--- config.mk ---
export PLATFORM = sky130hd
export DESIGN_NAME = dsg_clock_gate
export DESIGN_NICKNAME = d
export VERILOG_FILES = /design/src/hw/dsg_pkg.sv /design/src/hw/dsg_clock_gate.sv /design/src/hw/dsg_unit_gate.sv
export SDC_FILE = /design/constraint.sdc
export NUM_CORES = 1
export LEC_CHECK = 0
export ABC_AREA = 1
export BUFFER_PORTS_ARGS = -buffer_cell sky130_fd_sc_hd__buf_4
export CAP_MARGIN = 10
export CORE_MARGIN = 2
export CORE_UTILIZATION = 46
export CTS_CLUSTER_DIAMETER = 150
export DETAILED_ROUTE_END_ITERATION = 7
export PLACE_DENSITY = 0.88
export SYNTH_ARGS = -nofsm -noshare
export SYNTH_HDL_FRONTEND = slang
export SYNTH_HIERARCHICAL = 1
export SYNTH_SLANG_ARGS = --single-unit
--- constraint.sdc ---
create_clock -name clk_i -period 1.5 [get_ports clk_i]
set_input_delay 0.075 -clock clk_i [delete_from_list [all_inputs] [get_ports clk_i]]
set_output_delay 0.075 -clock clk_i [all_outputs]
set_load 0.01 [all_outputs]
--- src/hw/dsg_pkg.sv ---
package dsg_pkg;

  localparam int DSG_DW     = 32;
  localparam int DSG_AW     = 12;
  localparam int DSG_NUNITS = 7;

  // Byte addresses of the registers
  localparam logic [DSG_AW-1:0] DSG_OFF_RUN_CFG   = 12'h060;
  localparam logic [DSG_AW-1:0] DSG_OFF_DEEP_GATE = 12'h124;
  localparam logic [DSG_AW-1:0] DSG_OFF_FLT_STAT  = 12'h130;
  localparam logic [DSG_AW-1:0] DSG_OFF_FLT_MASK  = 12'h134;
  localparam logic [DSG_AW-1:0] DSG_OFF_EFF_GATE  = 12'h138;

  // Unit enable positions inside the gate register, then the auto gating bit of the config register
  localparam int DSG_POS_ASYNC0 = 0;
  localparam int DSG_POS_ASYNC1 = 1;
  localparam int DSG_POS_SYNC0  = 4;
  localparam int DSG_POS_TMR0   = 16;
  localparam int DSG_POS_TMR1   = 17;
  localparam int DSG_POS_TMR2   = 18;
  localparam int DSG_POS_CMP0   = 24;
  localparam int DSG_UNIT_POS [DSG_NUNITS] = '{DSG_POS_ASYNC0, DSG_POS_ASYNC1, DSG_POS_SYNC0,
                                               DSG_POS_TMR0, DSG_POS_TMR1, DSG_POS_TMR2, DSG_POS_CMP0};
  localparam int DSG_POS_AUTO_GATING = 27;

  localparam logic [DSG_DW-1:0] DSG_GATE_RST    = 32'h0000_0000;
  localparam logic [DSG_DW-1:0] DSG_GATE_WMASK  = 32'h0107_0013;
  localparam logic [DSG_DW-1:0] DSG_CFG_RST     = 32'h0000_0000;
  localparam logic [DSG_DW-1:0] DSG_CFG_WMASK   = 32'h0800_0000;
  localparam logic [DSG_DW-1:0] DSG_STAT_RST    = 32'h0000_0000;
  localparam logic [DSG_DW-1:0] DSG_MASK_RST    = 32'h0000_0000;

  typedef enum logic [1:0] {
    DSG_MODE_RUN   = 2'b00,
    DSG_MODE_SLEEP = 2'b01,
    DSG_MODE_DEEP  = 2'b10
  } dsg_mode_type;

  // Gather the per-unit bits of a register in gate layout
  function automatic logic [DSG_NUNITS-1:0] dsg_pack_units(input logic [DSG_DW-1:0] r);
    logic [DSG_NUNITS-1:0] u;
    u = '0;
    for (int i = 0; i < DSG_NUNITS; i++) begin
      u[i] = r[DSG_UNIT_POS[i]];
    end
    return u;
  endfunction : dsg_pack_units

  // Spread per-unit bits back to gate layout
  function automatic logic [DSG_DW-1:0] dsg_spread_units(input logic [DSG_NUNITS-1:0] u);
    logic [DSG_DW-1:0] r;
    r = '0;
    for (int i = 0; i < DSG_NUNITS; i++) begin
      r[DSG_UNIT_POS[i]] = u[i];
    end
    return r;
  endfunction : dsg_spread_units

endpackage : dsg_pkg

--- src/hw/dsg_clock_gate.sv ---
`timescale 1ns/1ns
`default_nettype none
module dsg_clock_gate
(
  input  wire logic                            clk_i,                // System clock, 125 MHz
  input  wire logic                            rst_i,                // Synchronous reset, active high
  input  wire logic [dsg_pkg::DSG_AW-1:0]      wb_adr_i,             // Wishbone byte address
  input  wire logic [dsg_pkg::DSG_DW-1:0]      wb_dat_i,             // Wishbone write data
  input  wire logic [3:0]                      wb_sel_i,             // Wishbone byte selects
  input  wire logic                            wb_we_i,              // Wishbone write enable
  input  wire logic                            wb_cyc_i,             // Wishbone cycle
  input  wire logic                            wb_stb_i,             // Wishbone strobe
  output logic      [dsg_pkg::DSG_DW-1:0]      wb_dat_o,             // Wishbone read data
  output logic                                 wb_ack_o,             // Wishbone acknowledge
  input  wire logic                            sleep_i,              // System in sleep
  input  wire logic                            deep_sleep_i,         // System in deep-sleep
  input  wire logic [dsg_pkg::DSG_DW-1:0]      run_gate_group1_i,    // Run-mode enables
  input  wire logic [dsg_pkg::DSG_DW-1:0]      sleep_gate_group1_i,  // Sleep-mode enables
  input  wire logic [dsg_pkg::DSG_NUNITS-1:0]  unit_req_i,           // Access aimed at each unit
  output logic      [dsg_pkg::DSG_NUNITS-1:0]  unit_clk_en_o,        // Clock enable per unit
  output logic      [dsg_pkg::DSG_NUNITS-1:0]  unit_fault_o,         // Bus fault pulse per unit
  output logic                                 irq_o                 // Fault interrupt, level
);
  import dsg_pkg::*;

  logic [DSG_DW-1:0]     gate_ff;
  logic [DSG_DW-1:0]     cfg_ff;
  logic [DSG_DW-1:0]     stat_ff;
  logic [DSG_DW-1:0]     mask_ff;
  logic [DSG_DW-1:0]     rdat_ff;
  logic                  ack_ff;
  logic                  irq_ff;
  logic [DSG_DW-1:0]     nxt_gate;
  logic [DSG_DW-1:0]     nxt_cfg;
  logic [DSG_DW-1:0]     nxt_stat;
  logic [DSG_DW-1:0]     nxt_mask;
  logic [DSG_DW-1:0]     nxt_rdat;
  logic                  nxt_ack;
  logic                  nxt_irq;
  logic [DSG_DW-1:0]     byte_mask;
  logic [DSG_DW-1:0]     wr_bits;
  logic                  wr_commit;
  logic                  auto_gating_select;
  dsg_mode_type          gate_mode;
  logic [DSG_NUNITS-1:0] sel_units;
  logic [DSG_NUNITS-1:0] deep_units;
  logic [DSG_NUNITS-1:0] sleep_units;
  logic [DSG_NUNITS-1:0] run_units;
  logic [DSG_NUNITS-1:0] unit_clk_en;
  logic [DSG_NUNITS-1:0] unit_fault;

  assign auto_gating_select = cfg_ff[DSG_POS_AUTO_GATING];
  assign deep_units         = dsg_pack_units(gate_ff);
  assign sleep_units        = dsg_pack_units(sleep_gate_group1_i);
  assign run_units          = dsg_pack_units(run_gate_group1_i);

  // Mode selection: without auto gating the run-mode enables always apply
  always_comb begin
    if (auto_gating_select && deep_sleep_i) begin
      gate_mode = DSG_MODE_DEEP;
    end else if (auto_gating_select && sleep_i) begin
      gate_mode = DSG_MODE_SLEEP;
    end else begin
      gate_mode = DSG_MODE_RUN;
    end
    case (gate_mode)
      DSG_MODE_DEEP:  sel_units = deep_units;
      DSG_MODE_SLEEP: sel_units = sleep_units;
      default:        sel_units = run_units;
    endcase
  end

  generate
    for (genvar g = 0; g < DSG_NUNITS; g++) begin : g_unit
      dsg_unit_gate u_gate (
        .clk_i    (clk_i),
        .rst_i    (rst_i),
        .en_i     (sel_units[g]),
        .req_i    (unit_req_i[g]),
        .clk_en_o (unit_clk_en[g]),
        .fault_o  (unit_fault[g])
      );
    end
  endgenerate

  // Register bus: ack one cycle after the request, write lands on the acked edge
  always_comb begin
    for (int b = 0; b < 4; b++) begin
      byte_mask[8*b +: 8] = {8{wb_sel_i[b]}};
    end
    nxt_ack   = wb_cyc_i & wb_stb_i & ~ack_ff;
    wr_commit = wb_cyc_i & wb_stb_i & wb_we_i & ack_ff;
    wr_bits   = wb_dat_i & byte_mask;
    nxt_gate  = gate_ff;
    nxt_cfg   = cfg_ff;
    nxt_mask  = mask_ff;
    nxt_stat  = stat_ff;
    if (wr_commit) begin
      if (wb_adr_i == DSG_OFF_DEEP_GATE) begin
        // Only the seven enable bits take writes; reserved stay zero
        nxt_gate = ((gate_ff & ~byte_mask) | wr_bits) & DSG_GATE_WMASK;
      end else if (wb_adr_i == DSG_OFF_RUN_CFG) begin
        nxt_cfg = ((cfg_ff & ~byte_mask) | wr_bits) & DSG_CFG_WMASK;
      end else if (wb_adr_i == DSG_OFF_FLT_MASK) begin
        nxt_mask = ((mask_ff & ~byte_mask) | wr_bits) & DSG_GATE_WMASK;
      end else if (wb_adr_i == DSG_OFF_FLT_STAT) begin
        nxt_stat = stat_ff & ~wr_bits;
      end
    end
    // A fault in the clearing cycle is kept: set wins over clear
    nxt_stat = nxt_stat | dsg_spread_units(unit_fault);
    nxt_irq  = |(nxt_stat & nxt_mask);
    nxt_rdat = rdat_ff;
    if (nxt_ack) begin
      if (wb_adr_i == DSG_OFF_DEEP_GATE) begin
        nxt_rdat = gate_ff & DSG_GATE_WMASK;
      end else if (wb_adr_i == DSG_OFF_RUN_CFG) begin
        nxt_rdat = cfg_ff;
      end else if (wb_adr_i == DSG_OFF_FLT_STAT) begin
        nxt_rdat = stat_ff;
      end else if (wb_adr_i == DSG_OFF_FLT_MASK) begin
        nxt_rdat = mask_ff;
      end else if (wb_adr_i == DSG_OFF_EFF_GATE) begin
        nxt_rdat = dsg_spread_units(unit_clk_en);
      end else begin
        nxt_rdat = '0;
      end
    end
  end

  always_ff @(posedge clk_i) begin
    if (rst_i) begin
      gate_ff <= DSG_GATE_RST;
      cfg_ff  <= DSG_CFG_RST;
      stat_ff <= DSG_STAT_RST;
      mask_ff <= DSG_MASK_RST;
      rdat_ff <= '0;
      ack_ff  <= 1'b0;
      irq_ff  <= 1'b0;
    end else begin
      gate_ff <= nxt_gate;
      cfg_ff  <= nxt_cfg;
      stat_ff <= nxt_stat;
      mask_ff <= nxt_mask;
      rdat_ff <= nxt_rdat;
      ack_ff  <= nxt_ack;
      irq_ff  <= nxt_irq;
    end
  end

  assign wb_dat_o      = rdat_ff;
  assign wb_ack_o      = ack_ff;
  assign irq_o         = irq_ff;
  assign unit_clk_en_o = unit_clk_en;
  assign unit_fault_o  = unit_fault;

  AST_ACK_NEXT: assert property (
    @(posedge clk_i) disable iff (rst_i) (wb_cyc_i && wb_stb_i && !wb_ack_o) |=> wb_ack_o)
    else $error("no ack one cycle after request");

  AST_ACK_SINGLE: assert property (
    @(posedge clk_i) disable iff (rst_i) wb_ack_o |=> !wb_ack_o)
    else $error("ack held for more than one cycle");

  AST_RESET_CLEAR: assert property (
    @(posedge clk_i) disable iff (rst_i) $fell(rst_i) |-> (gate_ff == '0) && (unit_clk_en_o == '0))
    else $error("gate register not zero after reset");

  AST_RSVD_ZERO: assert property (
    @(posedge clk_i) disable iff (rst_i) (gate_ff & ~DSG_GATE_WMASK) == '0)
    else $error("reserved gate bit set");

  AST_GATE_WRITE: assert property (
    @(posedge clk_i) disable iff (rst_i)
      (wb_cyc_i && wb_stb_i && wb_we_i && wb_ack_o && wb_sel_i == 4'hf && wb_adr_i == DSG_OFF_DEEP_GATE)
      |=> gate_ff == ($past(wb_dat_i) & DSG_GATE_WMASK))
    else $error("gate write not stored");

  AST_DEEP_SELECT: assert property (
    @(posedge clk_i) disable iff (rst_i) (auto_gating_select && deep_sleep_i) |=> unit_clk_en_o == $past(deep_units))
    else $error("deep-sleep enables not applied");

  AST_RUN_SELECT: assert property (
    @(posedge clk_i) disable iff (rst_i) !auto_gating_select |=> unit_clk_en_o == $past(run_units))
    else $error("run enables not applied without auto gating");

  AST_IRQ_LEVEL: assert property (
    @(posedge clk_i) disable iff (rst_i) irq_o == |(stat_ff & mask_ff))
    else $error("interrupt level disagrees with status and mask");

  AST_FAULT_STICKY: assert property (
    @(posedge clk_i) disable iff (rst_i) (unit_fault_o[0]) |=> stat_ff[DSG_POS_ASYNC0])
    else $error("fault not recorded in status");

  COV_DEEP_CLOCKED: cover property (
    @(posedge clk_i) disable iff (rst_i) auto_gating_select && deep_sleep_i ##1 (unit_clk_en_o != '0));

  COV_FAULT: cover property (
    @(posedge clk_i) disable iff (rst_i) |unit_fault_o);

  COV_IRQ: cover property (
    @(posedge clk_i) disable iff (rst_i) $rose(irq_o));

endmodule : dsg_clock_gate
`default_nettype wire

--- src/hw/dsg_unit_gate.sv ---
`timescale 1ns/1ns
`default_nettype none
module dsg_unit_gate (
  input  wire logic clk_i,      // System clock
  input  wire logic rst_i,      // Synchronous reset, active high
  input  wire logic en_i,       // Selected enable for this unit
  input  wire logic req_i,      // Bus access aimed at this unit
  output logic      clk_en_o,   // Clock enable to the unit
  output logic      fault_o     // One-cycle bus fault pulse
);
  logic clk_en_ff;
  logic fault_ff;
  logic nxt_clk_en;
  logic nxt_fault;

  always_comb begin
    nxt_clk_en = en_i;
    // The unit cannot answer while its clock is withheld
    nxt_fault  = req_i & ~clk_en_ff;
  end

  always_ff @(posedge clk_i) begin
    if (rst_i) begin
      clk_en_ff <= 1'b0;
      fault_ff  <= 1'b0;
    end else begin
      clk_en_ff <= nxt_clk_en;
      fault_ff  <= nxt_fault;
    end
  end

  assign clk_en_o = clk_en_ff;
  assign fault_o  = fault_ff;

  AST_FAULT_WHEN_GATED: assert property (
    @(posedge clk_i) disable iff (rst_i) (req_i && !clk_en_o) |=> fault_o)
    else $error("access to unclocked unit gave no fault");

  AST_NO_FAULT_WHEN_CLOCKED: assert property (
    @(posedge clk_i) disable iff (rst_i) fault_o |-> !$past(clk_en_o) && $past(req_i))
    else $error("fault raised without a gated access");

  AST_CLOCK_WITHHELD: assert property (
    @(posedge clk_i) disable iff (rst_i) (!en_i ##1 !en_i) |-> !clk_en_o)
    else $error("clock enable high while unit enable is low");

endmodule : dsg_unit_gate
`default_nettype wire

# Word-level counts from Yosys, hierarchy flattened
# Cells that the tools add are included.
[classes] n_addsub=0 mul=0 div=0 n_lt_le_gt_ge=0 eq_ne=7 shift=0 n_mux=17 n_bitwise=32 n_reduce_logical=5
[ops] operator="2-to-1 mux 32 bit" count=13
[ops] operator="bitwise AND 32 bit" count=3
[ops] operator="bitwise AND 25 bit" count=2
[ops] operator="bitwise OR 25 bit" count=2
[ops] operator="equality test 12 x 9 -> 1 bit, second input constant" count=4
[ops] operator="inverter 32 bit" count=1
[ops] operator="bitwise OR 32 x 25 -> 32 bit" count=1
[ops] operator="OR reduction 32 bit" count=1
[ops] operator="bitwise AND 28 bit" count=1
[ops] operator="inverter 28 bit" count=1
[ops] operator="bitwise OR 28 bit" count=1
[ops] operator="2-to-1 mux 25 bit" count=1
[ops] operator="one-hot mux 7 bit (2 select lines)" count=1
[ops] operator="equality test 12 x 7 -> 1 bit, second input constant" count=1
[ops] operator="bitwise AND 1 bit" count=11
[ops] operator="inverter 1 bit" count=9
[ops] operator="AND reduction 3 bit" count=1
[ops] operator="equality test 2 x 1 -> 1 bit, second input constant" count=1
[ops] operator="equality test 2 bit, second input constant" count=1
[ops] operator="logical AND 1 bit" count=2
[ops] operator="2-to-1 mux 2 bit" count=1
[ops] operator="AND reduction 2 bit" count=1
[ops] operator="2-to-1 mux 1 bit" count=1
[word_totals] regBits=120 latchBits=0 ram_bits=0 rom_bits=0 inputBits=126 out_inout_bits=48 wordCells=82 n_memories=0

# Logic depth before layout (Yosys ltp)
[logic_depth] ltp_word=11 mapped_depth=16 depth_no_buf=15

# Hierarchy
# Netlist, hierarchy kept.
[by_module_without_submodules] module="dsg_clock_gate" n_inst=1 cells_each=740 area_each_um2=5082.4 seq_area_each_um2=2122.0
[by_module_without_submodules] module="dsg_unit_gate" n_inst=7 cells_each=7 area_each_um2=61.3 seq_area_each_um2=40.0

# Worst setup path before layout
# OpenSTA, ideal clock, no wires.
[synth_path] path_kind="register -> register" startpoint="register ack_ff, in the netlist wb_ack_o" endpoint="register irq_ff, in the netlist irq_o" arrival_time_ns=1.586 path_slack_ns=-0.218 path_stages_with_launch=13 period_less_slack_ns=1.718 path_cell_list="dfxtp_1 nand2_1 nor2_1 nand2_4 nor2_4 buf_4 nor2_1 nand3_1 nand2_1 nor2_1 nand2_1 nor2_1 a21oi_1"
[synth_via] elab_chain_cells=5
[synth_lines] item="from (decl)" line="dsg_clock_gate.sv:31" text="logic ack_ff;"
[synth_lines] item="from (signal assigned)" line="dsg_clock_gate.sv:146" text="ack_ff <= nxt_ack;"
[synth_lines] item="bitwise AND 1 bit (*)" line="dsg_clock_gate.sv:92" text="wr_commit = wb_cyc_i & wb_stb_i & wb_we_i & ack_ff;"
[synth_lines] item="2-to-1 mux 32 bit" line="dsg_clock_gate.sv:98" text="if (wr_commit) begin"
[synth_lines] item="bitwise OR 32 x 25 -> 32 bit" line="dsg_clock_gate.sv:111" text="nxt_stat = nxt_stat | dsg_spread_units(unit_fault);"
[synth_lines] item="bitwise AND 32 bit (*)" line="dsg_clock_gate.sv:112" text="nxt_irq = |(nxt_stat & nxt_mask);"
[synth_lines] item="OR reduction 32 bit (*)" line="dsg_clock_gate.sv:112"
[synth_lines] item="to (signal assigned)" line="dsg_clock_gate.sv:147" text="irq_ff <= nxt_irq;"
[synth_lines] item="to (decl)" line="dsg_clock_gate.sv:32" text="logic irq_ff;"
# Mark *: on every way between the ends. The rest lies on a longest branch, timed or not.
# A chain may end at the register's enable or synchronous reset.

==> metrics.md <==
| Metric | Value |
|---|---|
| Pwr/cell area | `957 mW/mm²` |
| Ant. Diodes | `0` |
| Crit-path max FO | `8` |
| Synth Instances | `789` |
| Vias in the first global route | `6270` |
| Sequential power share | `43.0%` |
| Part of the power in the clock network | `48.5%` |
| Failing checks | `setup timing` |
| Port Buf Inserts | `123` |
| CORE AREA | `0.0116 mm²` |
| First-pass GRT wire length | `29400 µm` |
| Worst Path Buf+Inv | `3` |
| Setup ws final | `-0.234 ns` |
| Worst-case hold slack | `0.00455 ns` |
| Outcome | `finished with violations` |
| RePlAce Congestion | `0.937` |
| Vias/cell | `5.67` |
| WS Path Type | `reg2reg` |
| XOR/XNOR share of the synthesized area | `0%` |
| Headroom to the max-slew limit | `67.9%` |
| Starting DRT DRC Count | `740` |
| Routed via count | `6486` |
| Syn avg cell area | `6.99 µm²` |
| TritonCTS clock tree | `yes` |
| Clock sinks | `120` |
| Final WL | `18800 µm` |
| Initial antenna violation count | `0` |
| Remaining Overflow, GRT | `0` |
| Placement Cell Area | `0.00689 mm²` |
| CTS Root Cell | `clkbuf_16` |
| Least-Margin Pin Slew | `0.480 ns` |
| Largest net degree at the start of global routing | `73` |
| Dpl ws | `-0.351 ns` |
| Post-synthesis net count | `915` |
| Die footprint | `0.0129 mm²` |
| Comb pwr share | `8.5%` |
| Setup TNS | `-1.32 ns` |
| Sw Ratio | `23.0%` |
| Peak supply drop | `0.000583 V` |
| CP top delay family | `simple AND/OR/NAND/NOR gates` |
| Synth Area in Compound Gates | `17.8%` |
| Finished Layout Cells | `1143` |
| Total Power | `7.60 mW` |
| Pint | `5.85 mW` |
| Clock buffer depth | `2` |
| Largest family of logic cells by synthesized area | `simple AND/OR/NAND/NOR gates` |
| Crit path capture type | `register` |
| Die Span Y | `113 µm` |
| Hold crit path type | `in2reg` |
| Worst path required time | `1.81 ns` |
| Final Setup Violations | `8` |
| # DRC | `0` |
| Ports | `174` |
| Crit-path max cell delay | `0.33 ns` |
| Register area share after synthesis | `43.6%` |
| Achievable frequency | `577 MHz` |
| Adder-cell area share of the yosys netlist | `0%` |
| Initial Util | `47.7%` |
| Tmin final | `1.73 ns` |
| Nets | `1115` |
| Worst-path cell chain | `nand2_2 -> nor2_4 -> buf_6 -> clkinvlp_4 -> buf_6 -> nor2_4 -> nand2_4 -> a211oi_1` |
| Mux cell area share after synthesis | `0%` |
| Slowest CP cell | `dfxtp_2` |
| Clk_lat worst skew | `0.42 ns` |
| Post-Syn Area | `0.00551 mm²` |
| Number of detailed-route iterations in the first pass | `8` |
| ANT nets after route | `0` |
| WP data arrival | `2.04 ns` |
| Row cnt | `39` |
| TritonCTS Buffers | `17` |
| Max-cap viol count | `0` |
| Layout Utilization | `68.6%` |
| H-tree level count | `4` |
| P_leak | `3.48 nW` |
| Multi-input logic area | `0.00266 mm²` |
| Hold Fails Final Rpt | `0` |
| Register bit total from synthesis | `120` |
| Area growth from synthesis to layout | `44.0%` |
| DR WL/cell | `16.4 µm` |
| Final Max Tran Viols | `0` |
| RSZ-0062 raised after global routing | `true` |
| Design area | `0.00794 mm²` |
| Period Utilization, post-route | `116%` |
| Share of layout cells above drive strength 1 | `26.2%` |
| Placed Cells incl. Taps | `1071` |
| Synth warn | `6` |
| Simple-gate area share of the yosys netlist | `28.7%` |
| All-Layer GR Usage | `28.4%` |
| Dpl hpwl | `11200 µm` |
| Clock slew at reported path FFs | `0.05 ns` |
| FF/Latch Area | `0.00240 mm²` |
| Switching pwr | `1.75 mW` |
| Clock skew | `0.00724 ns` |
| Critical path startpoint category | `register` |
| Die Wd | `113 µm` |
| FILL cells | `821` |
| Library cells used by synthesis | `30` |
state kept, by name, summed over array words and instances, names as in the netlist, named ones only:
signal / flops
wb_ack_o: 1
irq_o: 1
stat_ff: 32
mask_ff: 32
g_unit.u_gate/clk_en_o: 7
g_unit.u_gate/fault_o: 7
wb_dat_o: 32
area by class of cell:
type / count / share of cell area (%)
Sequential cell: 120 / 30.3
Multi-Input combinational cell: 536 / 33.5
Inverter: 95 / 4.78
Clock inverter: 9 / 0.993
Clock buffer: 21 / 5.67
Timing Repair Buffer: 219 / 22.5
Tap cell: 143 / 2.25
path summary, 6_finish.rpt:
kind | cells after the start | endpoint | from | slack, ns
min | 5 | g_unit[2].u_gate/clk_en_o | run_gate_group1_i[4] | 0.005
min reg2reg | 2 | stat_ff[23] | stat_ff[23] | 0.45
max reg2reg | 8 | register | wb_ack_o | -0.23
max | 8 | register | wb_ack_o | -0.23
power by group through the flow:
stage                     Sequential (mW)  Clock, mW  Combinational [mW]
after floorplan                      3.34          0               0.191
after global placement               3.33          0               0.530
after detailed placement             3.33          0               0.535
after CTS                            3.27       3.68               0.616
after global routing                 3.27       3.85               0.698
final                                3.27       3.68               0.648
worst reg2reg max path, cell delays in order (launching register included):
cell and delay, ns:
dfxtp_2 0.33, nand2_2 0.06, nor2_4 0.16, buf_6 0.14
clkinvlp_4 0.18, buf_6 0.18, nor2_4 0.20, nand2_4 0.11
a211oi_1 0.27
timing repair:
item                                   CTS  global route
buffers inserted                         7             2
pin swaps                                5             2
resized for setup                       18            19
setup endpoints to repair                8            18
hold buffers                            33             0
endpoints found under the hold margin   31             0
cell usage in the layout, fill, tap and decap left out, drive strengths merged:
cell type    count
nand4            2
buf            186
nand3           60
dlygate4sd3     33
clkinv           7
a211oi           6
dfxtp          120
nand3b           1
inv             92
o2111ai          1
bufinv           1
o22ai            1
o311ai           1
nor4             1
o21ai           51
nand2          182
clkbuf          21
o221ai           7
nor2            92
a21oi           70
clkinvlp         4
nor3            28
o211ai          33
metal layers:
metal	wire length (µm)	vias to the layer above	global-route usage, %	share of wire [%]
met2	8900	443	46.1	47
met1	7130	2934	35.4	38
met3	1780	116	6.32	9.5
li1	-	2993	-	-
met4	968	0	15.4	5.2
met5	0	-	0	0
logic make-up after synthesis:
family | count (synthesis)
buffers and inverters | 133
flip-flops | 120
AND/OR/NAND/NOR | 366
AO/OA/AOI/OAI | 170
synth_stat cells:
cell | n | area share, %
nand2_1 | 177 | 12
dfxtp_1 | 120 | 44
clkbuf_1 | 26 | 1.8
nand2_4 | 2 | 0.41
nand3_1 | 59 | 5.4
nand2_2 | 3 | 0.34
nand3b_1 | 1 | 0.14
nor2_2 | 13 | 1.5
o211ai_1 | 33 | 4.5
o21ai_1 | 1 | 0.091
buf_2 | 7 | 0.64
buf_4 | 2 | 0.27
nor3_1 | 27 | 2.5
inv_4 | 2 | 0.23
nor2_1 | 76 | 5.2
nand3_2 | 1 | 0.18
nand4_1 | 2 | 0.23
a21oi_1 | 70 | 6.4
o221ai_1 | 7 | 1.1
o21ai_0 | 50 | 4.5
inv_1 | 92 | 6.3
nor3_2 | 1 | 0.18
nor4_1 | 1 | 0.11
a211oi_1 | 6 | 0.82
buf_6 | 3 | 0.61
nor2_4 | 3 | 0.61
o22ai_1 | 1 | 0.11
o2111ai_1 | 1 | 0.16
o311ai_0 | 1 | 0.16
inv_2 | 1 | 0.068
Power figures use the tool's default switching activity.
